[src/rtl/mcd_pkg.sv]
// Package of register map, field layout and timing constants for the missing clock detector
// Behaviour
// - Density input divider powered up while its control bit 7 is 1, down when 0.
// - Bitstream divider powered up while its control bit 7 is 1, down when 0.
// - Memory-reload bit 7 set restores processor memory defaults on restart; clear keeps contents.
// - Reload choice applies only after non-user shutdowns, never after user power down.
// - Detector one watches serial audio clock when bit 4 is 0, density clock when 1.
// - Detector two source 0 playback, 1 sense converter, 2 PLL clock, 3 reserved.
// - Detector one runs only while configuration bit 1 is set.
// - Detector two runs only while configuration bit 0 is set.
// - Timeout codes 0..7 give 11, 22, 44, 87, 174, 350, 700 ms and 1.2 s.
// - Detector one timeout in bits 5-3, detector two in bits 2-0.
// - Enabled detector whose clock stays absent for the timeout shuts the device down.
// - Clock-error shutdown sets a sticky flag; host clears it before powering up again.
package mcd_pkg;
	localparam logic [7:0] MCD_ADDR_DENSITY_DIV = 8'h1d;
	localparam logic [7:0] MCD_ADDR_BITSTREAM_DIV = 8'h1e;
	localparam logic [7:0] MCD_ADDR_DETECT_CFG = 8'h21;
	localparam logic [7:0] MCD_ADDR_TIMEOUT_CFG = 8'h22;
	localparam logic [7:0] MCD_RST_DENSITY_DIV = 8'h08;
	localparam logic [7:0] MCD_RST_BITSTREAM_DIV = 8'h08;
	localparam logic [7:0] MCD_RST_DETECT_CFG = 8'h03;
	localparam logic [7:0] MCD_RST_TIMEOUT_CFG = 8'h3f;
	localparam int MCD_BIT_DIV_POWER = 7;
	localparam int MCD_BIT_MEM_RELOAD = 7;
	localparam int MCD_BIT_ONE_SRC = 4;
	localparam int MCD_BIT_TWO_SRC_HI = 3;
	localparam int MCD_BIT_TWO_SRC_LO = 2;
	localparam int MCD_BIT_ONE_EN = 1;
	localparam int MCD_BIT_TWO_EN = 0;
	localparam int MCD_BIT_ONE_TIME_HI = 5;
	localparam int MCD_BIT_ONE_TIME_LO = 3;
	localparam int MCD_BIT_TWO_TIME_HI = 2;
	localparam int MCD_BIT_TWO_TIME_LO = 0;
	// Clock rate and tick base for the absence timers
	localparam int MCD_CLK_HZ = 20_000_000;
	localparam int MCD_TICK_US = 100;
	localparam int MCD_TICK_CYCLES = MCD_CLK_HZ / 1_000_000 * MCD_TICK_US;
	localparam int MCD_TIMER_W = 14;
	typedef logic [MCD_TIMER_W-1:0] mcd_ticks_t;
	// Timeouts in microseconds, as printed
	localparam int MCD_T0_US = 11_000;
	localparam int MCD_T1_US = 22_000;
	localparam int MCD_T2_US = 44_000;
	localparam int MCD_T3_US = 87_000;
	localparam int MCD_T4_US = 174_000;
	localparam int MCD_T5_US = 350_000;
	localparam int MCD_T6_US = 700_000;
	localparam int MCD_T7_US = 1_200_000;
	typedef enum logic [1:0] {
		MCD_SRC2_PLAYBACK = 2'b00,
		MCD_SRC2_SENSE = 2'b01,
		MCD_SRC2_PLL = 2'b10,
		MCD_SRC2_RESERVED = 2'b11
	} mcd_src2_t;
	typedef enum logic [1:0] {
		MCD_ST_RUN = 2'b00,
		MCD_ST_FAULT = 2'b01,
		MCD_ST_RESTART = 2'b10
	} mcd_state_t;
	// Timeout code to tick count (least time, rounded up)
	function automatic mcd_ticks_t mcd_timeout_ticks(input logic [2:0] code);
		int us;
		case (code)
			3'h0: us = MCD_T0_US;
			3'h1: us = MCD_T1_US;
			3'h2: us = MCD_T2_US;
			3'h3: us = MCD_T3_US;
			3'h4: us = MCD_T4_US;
			3'h5: us = MCD_T5_US;
			3'h6: us = MCD_T6_US;
			default: us = MCD_T7_US;
		endcase
		return mcd_ticks_t'((us + MCD_TICK_US - 1) / MCD_TICK_US);
	endfunction
endpackage

[src/rtl/mcd_det_if.sv]
// Interface between the controller and one clock absence detector
`timescale 1ns/1ps
interface mcd_det_if;
	import mcd_pkg::*;
	logic enable;
	logic [2:0] timeout_code;
	logic clk_seen;
	logic tick;
	logic timed_out;
	modport ctrl (output enable, output timeout_code, output clk_seen, output tick, input timed_out);
	modport det (input enable, input timeout_code, input clk_seen, input tick, output timed_out);
endinterface

[src/rtl/mcd_absence_timer.sv]
// Absence timer for one monitored clock
`timescale 1ns/1ps
module mcd_absence_timer
	import mcd_pkg::*;
(
	input wire logic core_clk, // System clock
	input wire logic rst_b, // Synchronous reset, active low
	mcd_det_if.det det // Controller side
);
	mcd_ticks_t count_ff, nxt_count;
	logic fired_ff, nxt_fired;
	always_comb begin
		nxt_count = count_ff;
		nxt_fired = 1'b0;
		if (!det.enable || det.clk_seen) begin
			nxt_count = '0;
		end else if (det.tick) begin
			if (count_ff + 1'b1 >= mcd_timeout_ticks(det.timeout_code)) begin
				nxt_fired = 1'b1;
				nxt_count = '0;
			end else begin
				nxt_count = count_ff + 1'b1;
			end
		end
	end
	always_ff @(posedge core_clk) begin
		if (!rst_b) begin
			count_ff <= '0;
			fired_ff <= 1'b0;
		end else begin
			count_ff <= nxt_count;
			fired_ff <= nxt_fired;
		end
	end
	assign det.timed_out = fired_ff;
endmodule

[src/rtl/mcd_top.sv]
// Missing clock supervisor with divider power controls and register port
`timescale 1ns/1ps
module mcd_top
	import mcd_pkg::*;
(
	input wire logic core_clk, // System clock, 20 MHz
	input wire logic rst_b, // Synchronous reset, active low
	input wire logic reg_wr, // Register write strobe
	input wire logic reg_rd, // Register read strobe
	input wire logic [7:0] reg_addr, // Register address
	input wire logic [7:0] reg_wdata, // Write data
	output logic [7:0] reg_rdata, // Read data, registered
	input wire logic serial_audio_clock, // Monitored pin clock
	input wire logic density_modulated_clock, // Monitored pin clock
	input wire logic playback_mod_clock, // Monitored internal clock
	input wire logic sense_mod_clock, // Monitored internal clock
	input wire logic pll_clock, // Monitored internal clock
	input wire logic user_power_down, // User shutdown request pulse
	input wire logic other_fault, // Brownout, over-current, temp or voltage pulse
	input wire logic error_flag_clear, // Host clears sticky flag, pulse
	input wire logic power_up_req, // Host restart request pulse
	output logic density_divider_power, // Density divider powered
	output logic bitstream_divider_power, // Bitstream divider powered
	output logic clock_error_sticky_flag, // Sticky clock error
	output logic device_shutdown, // Device held shut down
	output logic memory_reload // Reload pulse on restart
);
	import mcd_pkg::*;
	logic [7:0] density_div_ff, nxt_density_div;
	logic [7:0] bitstream_div_ff, nxt_bitstream_div;
	logic [7:0] detect_cfg_ff, nxt_detect_cfg;
	logic [7:0] timeout_cfg_ff, nxt_timeout_cfg;
	logic [7:0] rdata_ff, nxt_rdata;
	logic [4:0] sync1_ff, sync2_ff, prev_ff;
	logic [4:0] edge_seen;
	logic [$clog2(MCD_TICK_CYCLES)-1:0] div_ff, nxt_div;
	logic tick;
	mcd_state_t state_ff, nxt_state;
	logic sticky_ff, nxt_sticky;
	logic non_user_ff, nxt_non_user;
	logic reload_ff, nxt_reload;
	mcd_det_if det_one();
	mcd_det_if det_two();

	// Register port
	always_comb begin
		nxt_density_div = density_div_ff;
		nxt_bitstream_div = bitstream_div_ff;
		nxt_detect_cfg = detect_cfg_ff;
		nxt_timeout_cfg = timeout_cfg_ff;
		nxt_rdata = rdata_ff;
		if (reg_wr) begin
			case (reg_addr)
				MCD_ADDR_DENSITY_DIV: nxt_density_div = reg_wdata;
				MCD_ADDR_BITSTREAM_DIV: nxt_bitstream_div = reg_wdata;
				MCD_ADDR_DETECT_CFG: nxt_detect_cfg = reg_wdata;
				MCD_ADDR_TIMEOUT_CFG: nxt_timeout_cfg = reg_wdata;
				default: ;
			endcase
		end
		if (reg_rd) begin
			case (reg_addr)
				MCD_ADDR_DENSITY_DIV: nxt_rdata = density_div_ff;
				MCD_ADDR_BITSTREAM_DIV: nxt_rdata = bitstream_div_ff;
				MCD_ADDR_DETECT_CFG: nxt_rdata = detect_cfg_ff;
				MCD_ADDR_TIMEOUT_CFG: nxt_rdata = timeout_cfg_ff;
				default: nxt_rdata = 8'h00;
			endcase
		end
	end
	always_ff @(posedge core_clk) begin
		if (!rst_b) begin
			density_div_ff <= MCD_RST_DENSITY_DIV;
			bitstream_div_ff <= MCD_RST_BITSTREAM_DIV;
			detect_cfg_ff <= MCD_RST_DETECT_CFG;
			timeout_cfg_ff <= MCD_RST_TIMEOUT_CFG;
			rdata_ff <= 8'h00;
		end else begin
			density_div_ff <= nxt_density_div;
			bitstream_div_ff <= nxt_bitstream_div;
			detect_cfg_ff <= nxt_detect_cfg;
			timeout_cfg_ff <= nxt_timeout_cfg;
			rdata_ff <= nxt_rdata;
		end
	end
	assign reg_rdata = rdata_ff;
	assign density_divider_power = density_div_ff[MCD_BIT_DIV_POWER];
	assign bitstream_divider_power = bitstream_div_ff[MCD_BIT_DIV_POWER];

	// Two-stage synchronisers and edge detect on the second stage
	always_ff @(posedge core_clk) begin
		if (!rst_b) begin
			sync1_ff <= 5'h00;
			sync2_ff <= 5'h00;
			prev_ff <= 5'h00;
		end else begin
			sync1_ff <= {pll_clock, sense_mod_clock, playback_mod_clock, density_modulated_clock, serial_audio_clock};
			sync2_ff <= sync1_ff;
			prev_ff <= sync2_ff;
		end
	end
	assign edge_seen = sync2_ff ^ prev_ff;

	// Time base tick
	always_comb begin
		if (div_ff == ($bits(div_ff))'(MCD_TICK_CYCLES - 1)) begin
			nxt_div = '0;
		end else begin
			nxt_div = div_ff + 1'b1;
		end
	end
	always_ff @(posedge core_clk) begin
		if (!rst_b) begin
			div_ff <= '0;
		end else begin
			div_ff <= nxt_div;
		end
	end
	assign tick = (div_ff == ($bits(div_ff))'(MCD_TICK_CYCLES - 1));

	// Detector wiring
	always_comb begin
		det_one.enable = detect_cfg_ff[MCD_BIT_ONE_EN] && (state_ff == MCD_ST_RUN);
		det_two.enable = detect_cfg_ff[MCD_BIT_TWO_EN] && (state_ff == MCD_ST_RUN);
		det_one.timeout_code = timeout_cfg_ff[MCD_BIT_ONE_TIME_HI:MCD_BIT_ONE_TIME_LO];
		det_two.timeout_code = timeout_cfg_ff[MCD_BIT_TWO_TIME_HI:MCD_BIT_TWO_TIME_LO];
		det_one.tick = tick;
		det_two.tick = tick;
		det_one.clk_seen = detect_cfg_ff[MCD_BIT_ONE_SRC] ? edge_seen[1] : edge_seen[0];
		case (mcd_src2_t'(detect_cfg_ff[MCD_BIT_TWO_SRC_HI:MCD_BIT_TWO_SRC_LO]))
			MCD_SRC2_PLAYBACK: det_two.clk_seen = edge_seen[2];
			MCD_SRC2_SENSE: det_two.clk_seen = edge_seen[3];
			MCD_SRC2_PLL: det_two.clk_seen = edge_seen[4];
			default: det_two.clk_seen = 1'b1;
		endcase
	end
	mcd_absence_timer u_det_one (
		.core_clk(core_clk),
		.rst_b(rst_b),
		.det(det_one.det)
	);
	mcd_absence_timer u_det_two (
		.core_clk(core_clk),
		.rst_b(rst_b),
		.det(det_two.det)
	);

	// Shutdown and restart control
	always_comb begin
		nxt_state = state_ff;
		nxt_sticky = sticky_ff;
		nxt_non_user = non_user_ff;
		nxt_reload = 1'b0;
		if (error_flag_clear) begin
			nxt_sticky = 1'b0;
		end
		case (state_ff)
			MCD_ST_RUN: begin
				if (det_one.timed_out || det_two.timed_out) begin
					nxt_state = MCD_ST_FAULT;
					nxt_sticky = 1'b1;
					nxt_non_user = 1'b1;
				end else if (other_fault) begin
					nxt_state = MCD_ST_FAULT;
					nxt_non_user = 1'b1;
				end else if (user_power_down) begin
					nxt_state = MCD_ST_FAULT;
					nxt_non_user = 1'b0;
				end
			end
			MCD_ST_FAULT: begin
				if (power_up_req && !sticky_ff && !error_flag_clear) begin
					nxt_state = MCD_ST_RESTART;
				end
			end
			MCD_ST_RESTART: begin
				nxt_state = MCD_ST_RUN;
				nxt_reload = non_user_ff && detect_cfg_ff[MCD_BIT_MEM_RELOAD];
				nxt_non_user = 1'b0;
			end
			default: nxt_state = MCD_ST_RUN;
		endcase
	end
	always_ff @(posedge core_clk) begin
		if (!rst_b) begin
			state_ff <= MCD_ST_RUN;
			sticky_ff <= 1'b0;
			non_user_ff <= 1'b0;
			reload_ff <= 1'b0;
		end else begin
			state_ff <= nxt_state;
			sticky_ff <= nxt_sticky;
			non_user_ff <= nxt_non_user;
			reload_ff <= nxt_reload;
		end
	end
	assign clock_error_sticky_flag = sticky_ff;
	assign device_shutdown = (state_ff != MCD_ST_RUN);
	assign memory_reload = reload_ff;
endmodule

[config.mk]
export PLATFORM = sky130hd
export DESIGN_NAME = mcd_top
export DESIGN_NICKNAME = d
export VERILOG_FILES = /design/src/rtl/mcd_pkg.sv /design/src/rtl/mcd_det_if.sv /design/src/rtl/mcd_absence_timer.sv /design/src/rtl/mcd_top.sv
export SDC_FILE = /design/constraint.sdc
export NUM_CORES = 1
export LEC_CHECK = 0
export BUFFER_PORTS_ARGS = -buffer_cell sky130_fd_sc_hd__buf_2
export CAP_MARGIN = 5
export CORE_MARGIN = 2
export CORE_UTILIZATION = 40
export DETAILED_ROUTE_END_ITERATION = 12
export PLACE_DENSITY_LB_ADDON = 0.05
export SYNTH_ARGS = -nofsm -noshare
export SYNTH_HDL_FRONTEND = slang
export SYNTH_HIERARCHICAL = 1
export SYNTH_SLANG_ARGS = --single-unit
[constraint.sdc]
create_clock -name core_clk -period 10.25 [get_ports core_clk]
set_input_delay 0.5125 -clock core_clk [delete_from_list [all_inputs] [get_ports core_clk]]
set_output_delay 0.5125 -clock core_clk [all_outputs]
set_load 0.05 [all_outputs]
---- Word level (Yosys, flattened, before mapping) ----
Cells that the tools add are included.
storage, ports and cells
  register bits after elaboration ......... 101
  bits in latches ......................... 0
  RAM bits ................................ 0
  memory bits (read-only) ................. 0
  input bits .............................. 29
  memories kept ........................... 0
cells by class
  add/subtract/negate cells ............... 7
  multipliers ............................. 0
  div/mod/pow operators ................... 2
  order comparisons ....................... 2
  equal/unequal tests ..................... 23
  shifts and indexed selects .............. 0
  mux-type cells .......................... 25
  bitwise gates (word level) .............. 3
  reduce and logical (&&, ||, !) cells .... 30
operators with widths
  operator                 count
  $pmux W21 S7             2
  $mux W32                 4
  $add A32 B8 Y32 const B  2
  $div A32 B8 Y32 const B  2
  $sub A32 B2 Y32 const B  2
  $pmux W8 S4              1
  $add A14 B1 Y14 const B  2
  $ge A14 B14 Y1           2
  $mux W14                 2
  $eq A3 B3 Y1 const B     6
  $eq A8 B5 Y1 const B     2
  $eq A8 B6 Y1 const B     2
  $reduce_and A2 Y1        7
  $eq A3 B2 Y1 const B     4
  $add A11 B1 Y11 const B  1
  $eq A11 B11 Y1 const B   1
  $mux W1                  9
  $mux W2                  4
  $eq A3 B1 Y1 const B     2
  $logic_not A3 Y1         2
  $reduce_or A2 Y1         3
  $reduce_or A3 Y1         2
  $logic_and A1 B1 Y1      5
  $xor A5 B5 Y5            1
  other kinds (12)         22

---- Logic depth before layout (Yosys ltp) ----
  depth in word-level cells ............... 10
  gate-level depth with buffers ........... 41

---- Modules after synthesis ----
Netlist, hierarchy kept.
by module, submodules not included
  module             instances  cells each  area an instance (sq um)
  mcd_absence_timer  2          364         2,647.5
  mcd_top            1          280         2,920.3

---- Least setup slack after synthesis ----
OpenSTA, ideal clock, no wires.
  kind .................................... flip-flop to flip-flop
  start ................................... reg timeout_cfg_ff[5]
  end ..................................... reg u_det_one.count_ff[10]
  setup time .............................. 0.060 ns
  data arrival time ....................... 7.018 ns
  path slack .............................. 3.172 ns
  stages on the path, launching flop included .. 41
  clock period less this slack ............ 7.078 ns
  path through ............................ dfxtp_1 buf_4 buf_4 clkbuf_1 and2_1 ha_1 buf_2 buf_2 o21ai_0 and3_1 o21ai_0 ha_1 inv_1 o31ai_1 a211o_1 o22ai_1 mux2_2 a21boi_4 (+5 left out) o31ai_1 a211o_1 nand3_1 ha_1 inv_1 a21oi_1 o221ai_1 a21o_1 a21o_1 a21o_1 a21o_1 a21o_1 a21oi_1 o21ai_0 nor3_1 and2_1 buf_2 a22o_1
between the ends
  word-level cells in the longest chain between the ends .. 9
RTL lines
  element                                     RTL line                 source
  from (decl)                                 mcd_top.sv:32            logic [7:0] timeout_cfg_ff, nxt_timeout_cfg;
  from (signal assigned)                      mcd_top.sv:82            timeout_cfg_ff <= nxt_timeout_cfg;
  $eq A3 B3 Y1, or another cell as far along  mcd_pkg.sv:64            case (code)
  $pmux W21 S7 (*)                            mcd_pkg.sv:64
  $mux W32 (*)                                mcd_absence_timer.sv:17  end else if (det.tick) begin
  $mux W32 (*)                                mcd_absence_timer.sv:15  if (!det.enable || det.clk_seen) begin
  $add A32 B8 Y32 (*)                         mcd_pkg.sv:74            return mcd_ticks_t'((us + MCD_TICK_US - 1) / MCD_TICK_US);
  $sub A32 B2 Y32 (*)                         mcd_pkg.sv:74
  $div A32 B8 Y32 (*)                         mcd_pkg.sv:74
  $ge A14 B14 Y1 (*)                          mcd_absence_timer.sv:18  if (count_ff + 1'b1 >= mcd_timeout_ticks(det.timeout_code)) begin
  $mux W14 (*)                                mcd_absence_timer.sv:18
  to (signal assigned)                        mcd_absence_timer.sv:31  count_ff <= nxt_count;
  to (decl)                                   mcd_absence_timer.sv:10  mcd_ticks_t count_ff, nxt_count;
Every way passes the cells marked *; elsewhere a longest branch is shown, timed or not. The select of a mux whose other input is x is not followed.
A chain may end at the register's enable or synchronous reset.

---- Final worst setup path ----
  start ................................... reg timeout_cfg_ff[1]
  end ..................................... reg u_det_two.count_ff[13]
between the ends
  word-level cells in the longest chain between the ends .. 9
RTL lines
  element                                     RTL line
  $eq A3 B3 Y1, or another cell as far along  mcd_pkg.sv:64
  $pmux W21 S7 (*)                            mcd_pkg.sv:64
  $mux W32 (*)                                mcd_absence_timer.sv:17
  $mux W32 (*)                                mcd_absence_timer.sv:15
  $add A32 B8 Y32 (*)                         mcd_pkg.sv:74
  $sub A32 B2 Y32 (*)                         mcd_pkg.sv:74
  $div A32 B8 Y32 (*)                         mcd_pkg.sv:74
  $ge A14 B14 Y1 (*)                          mcd_absence_timer.sv:18
  $mux W14 (*)                                mcd_absence_timer.sv:18
  to (signal assigned)                        mcd_absence_timer.sv:31
  to (decl)                                   mcd_absence_timer.sv:10
Marks and branches as above.

==> out/metrics.cfg <==
[logic_synthesis]
yosys_warnings = 6
syn_area_per_cell_um2 = 8.150
synth_nets = 1082
ys_seq_area_share_pct = 24.61
postSynthCellCount = 1008
synth_top_area_share_pct = 24.61
synth_area_leader_cell = dfxtp_1
synth-seq-cells = 101
syn_area_um2 = 8215
synthArstFlopShare_pct = 0
synth-edff-count = 0
synth_area_leaders = dfxtp_1, ha_1, mux2i_1
synth_ff_type = dfxtp_1
yosysUniqueCellTypes = 84

[layout]
fillers = 2077
area_growth_syn_to_layout_pct = 8.118
drive_above_1_share_pct = 13.04
n_antenna_cell = 0
ff_latch_area_um2 = 2022
multi_input_area_um2 = 5787
num-nets-final = 1097
post-route-util_pct = 44.04

[routing]
wirelength_um = 20730
vias_per_cell = 5.629
wl_per_cell_um = 15.97
vias = 7307
drt-pass1-iter-count = 6
drt_iter0_drc = 486
drc_errors = 0
ant_nets = 0

[pwr]
pwr-share-seq_pct = 50.2
leakage_nw = 3.939
p_per_area_nw_per_um2 = 89.44
power.share.combinational_pct = 8.4
p_int_mw = 0.5989
p_sw_mw = 0.1956
power_switching_share_pct = 24.62
peakVddDrop_mv = 0.1058
pwr-share-clk_pct = 41.4

[sta]
timing.slew.headroom_pct = 34.87
tns_ns = 0
tightestPinTransition_ns = 0.9734
finalCritPeriodShare_pct = 80.93
layout_setup_ws_ns = 1.955
finalClockSkew_ns = 0.008113
fmax_mhz = 120.6
fin_crit_ns = 8.295
rsz0062_at_grt = false
hold_viol_final = 0
maxSlewViolCount = 0
finalSetupViolCount = 0

[grt]
grt_pass1_wl_um = 34760
gr-total-overflow = 0
grt_usage_pct = 19.24
antenna_found_initial = 0
grt_pass1_vias = 6794
grt_max_degree = 42

[clock_network]
cts_tree = yes
ctsHoldBuffers = 0
clk_latency_ns = 0.34
htree_levels = 3
clk_pin_slew_ns = 0.07
cts_buffers = 9
cts_root_buf = clkbuf_16
cts.path.max_buffers = 2
cts.sinks = 101
cts_resized = 0
post_cts_buffers = 0

[worst_hold_path]
hold_class = in2reg
min_from = playback_mod_clock

[floorplan]
start_util_pct = 40.73
fp.dieArea_um2 = 21700
coreArea_um2 = 20170
fp.dieH_um = 147.3
io-pin-count = 42
placementRows = 52
die_w_um = 147.3

[placed_design]
dp_slack_ns = 1.970
portBuffers = 41
hpwl_um = 15300
gp_congestion = 0.8506

[setup_path]
critPathArrivalTime_ns = 8.58
crit_path_start_kind = register
worst_path_most_repeated_cell = a21o_1
required_ns = 10.53
r2r-start = timeout_cfg_ff[1]
critPathMaxStageDelay_ns = 0.71
startpoint = timeout_cfg_ff[1]
worstSetupPathType = reg2reg
path_max_fanout = 18
critPathSlowestCell = ha_1
crit_path_end_kind = register

[outcome]
status = finished, final reports clean

[run]
maxCapViolCount = 0

[layout make-up]
class,count,area share (%)
Multi-Input combinational cell,819,65.15
Inverter,37,1.564
Clock buffer,11,2.733
Tap cell,270,3.803
Timing Repair Buffer,55,3.493
Sequential cell,101,22.76
Clock inverter,5,0.4930
[metrics by stage]
| stage | area [um2] | hold WS [ns] | power [mW] | std cells |
|---|---|---|---|---|
| after floorplan | 8215 | 0.4119 | 0.4541 | 1008 |
| after global placement | 8596 | 0.4163 | 0.4751 | 1282 |
| after detailed placement | 8596 | 0.4179 | 0.4747 | 1282 |
| after CTS | 8882 | 0.3626 | 0.8052 | 1298 |
| after global routing | 8882 | 0.3697 | 0.8275 | 1298 |
| final | 8882 | 0.3693 | 0.7945 | 1298 |
[cell usage in the layout, fill, tap and decap left out, types with 5 or more instances in the layout]
master,n
a21oi_2,7
nand2b_1,21
buf_4,14
a31oi_1,14
and3_1,11
nand3_1,41
nor2_1,74
mux2i_1,38
a21oi_1,28
nor4_1,5
nand2_1,75
xnor2_1,38
a22oi_1,20
o22ai_1,16
nand4_1,11
nor3_1,13
o31ai_1,6
dfxtp_1,101
clkbuf_16,9
a21o_1,28
inv_2,5
a211o_1,8
o21ai_0,60
xor2_1,12
inv_1,32
buf_2,41
ha_1,45
a22o_1,36
nor2b_1,44
nand3b_1,6
and2_1,34
or2_2,7
mux2_2,6
[synthesized netlist by cell type (5+ instances only)]
library cell / count
xnor2_1: 38
mux2i_1: 38
nand3b_1: 6
nor2b_1: 44
nor4_1: 5
a22o_1: 36
nand3_1: 41
xor2_1: 12
dfxtp_1: 101
nor2_1: 74
a21o_1: 28
nand2b_1: 21
buf_4: 10
ha_1: 45
and2_1: 34
a22oi_1: 20
o21ai_0: 60
inv_2: 5
a31oi_1: 14
a21oi_2: 7
or2_2: 7
o31ai_1: 6
nand4_1: 11
nand2_1: 75
nor3_1: 13
clkbuf_1: 17
inv_1: 32
a211o_1: 8
a21oi_1: 28
buf_2: 18
and3_1: 11
o22ai_1: 16
mux2_2: 6
[worst paths after layout]
| kind | to | slack (ns) | depth (start not counted) |
|---|---|---|---|
| worst max-delay path | u_det_two/count_ff[13] | 1.96 | 35 |
| worst min-delay path | sync1_ff[2] | 0.37 | 2 |
| worst max register to register | u_det_two/count_ff[13] | 1.96 | 35 |
| worst min register to register | sync2_ff[0] | 0.43 | 1 |
[sequential cells by signal (all words and copies together) (netlist names)]
name	cells
u_det_one/count_ff	14
u_det_two/count_ff	14
div_ff	11
bitstream_div_ff	8
density_div_ff	8
detect_cfg_ff	8
reg_rdata	8
timeout_cfg_ff	8
prev_ff	5
sync1_ff	5
sync2_ff	5
state_ff	2
clock_error_sticky_flag	1
memory_reload	1
non_user_ff	1
u_det_one/det.timed_out	1
u_det_two/det.timed_out	1
[per-layer routing]
layer	vias up	wire length, um	GRT usage [%]
met5	-	0	0
met4	0	185	4.375
met3	15	819	2.702
met2	163	9120	29.86
met1	3390	10600	28.26
li1	3739	-	-
[kinds of logic (layout without fill, tap and decap cells)]
| family | count (synthesis) | in the layout | share of synthesized area [%] |
|---|---|---|---|
| AO/OA/AOI/OAI | 290 | 290 | 25.83 |
| XOR/XNOR | 52 | 52 | 5.726 |
| adder cells (fa/ha/maj) | 47 | 47 | 7.097 |
| buffers and inverters | 88 | 108 | 4.950 |
| flip-flops | 101 | 101 | 24.61 |
| multiplexers | 46 | 46 | 5.726 |
| AND/OR/NAND/NOR | 384 | 384 | 26.06 |
[power by group through the flow]
stage | Sequential (mW) | Combinational, mW | Clock (mW)
5_1_grt | 0.399 | 0.0743 | 0.354
3_5_place_dp | 0.408 | 0.0667 | 0
4_1_cts | 0.399 | 0.0671 | 0.339
3_3_place_gp | 0.408 | 0.0670 | 0
6_report | 0.399 | 0.0666 | 0.329
2_1_floorplan | 0.408 | 0.0465 | 0
[worst max-delay path: cells and delay by family, from the launching register on]
| kind | cells | cell delay (ns) |
|---|---|---|
| adders and majority gates | 4 | 1.37 |
| buffers and inverters | 3 | 0.45 |
| muxes | 1 | 0.31 |
| and+or+nand+nor | 8 | 2.22 |
| AOI/OAI and AO/OA | 18 | 3.06 |
| DFF | 1 | 0.60 |
| xor gates and xnor gates | 1 | 0.19 |
No activity file was read; power rests on OpenSTA's default activity.
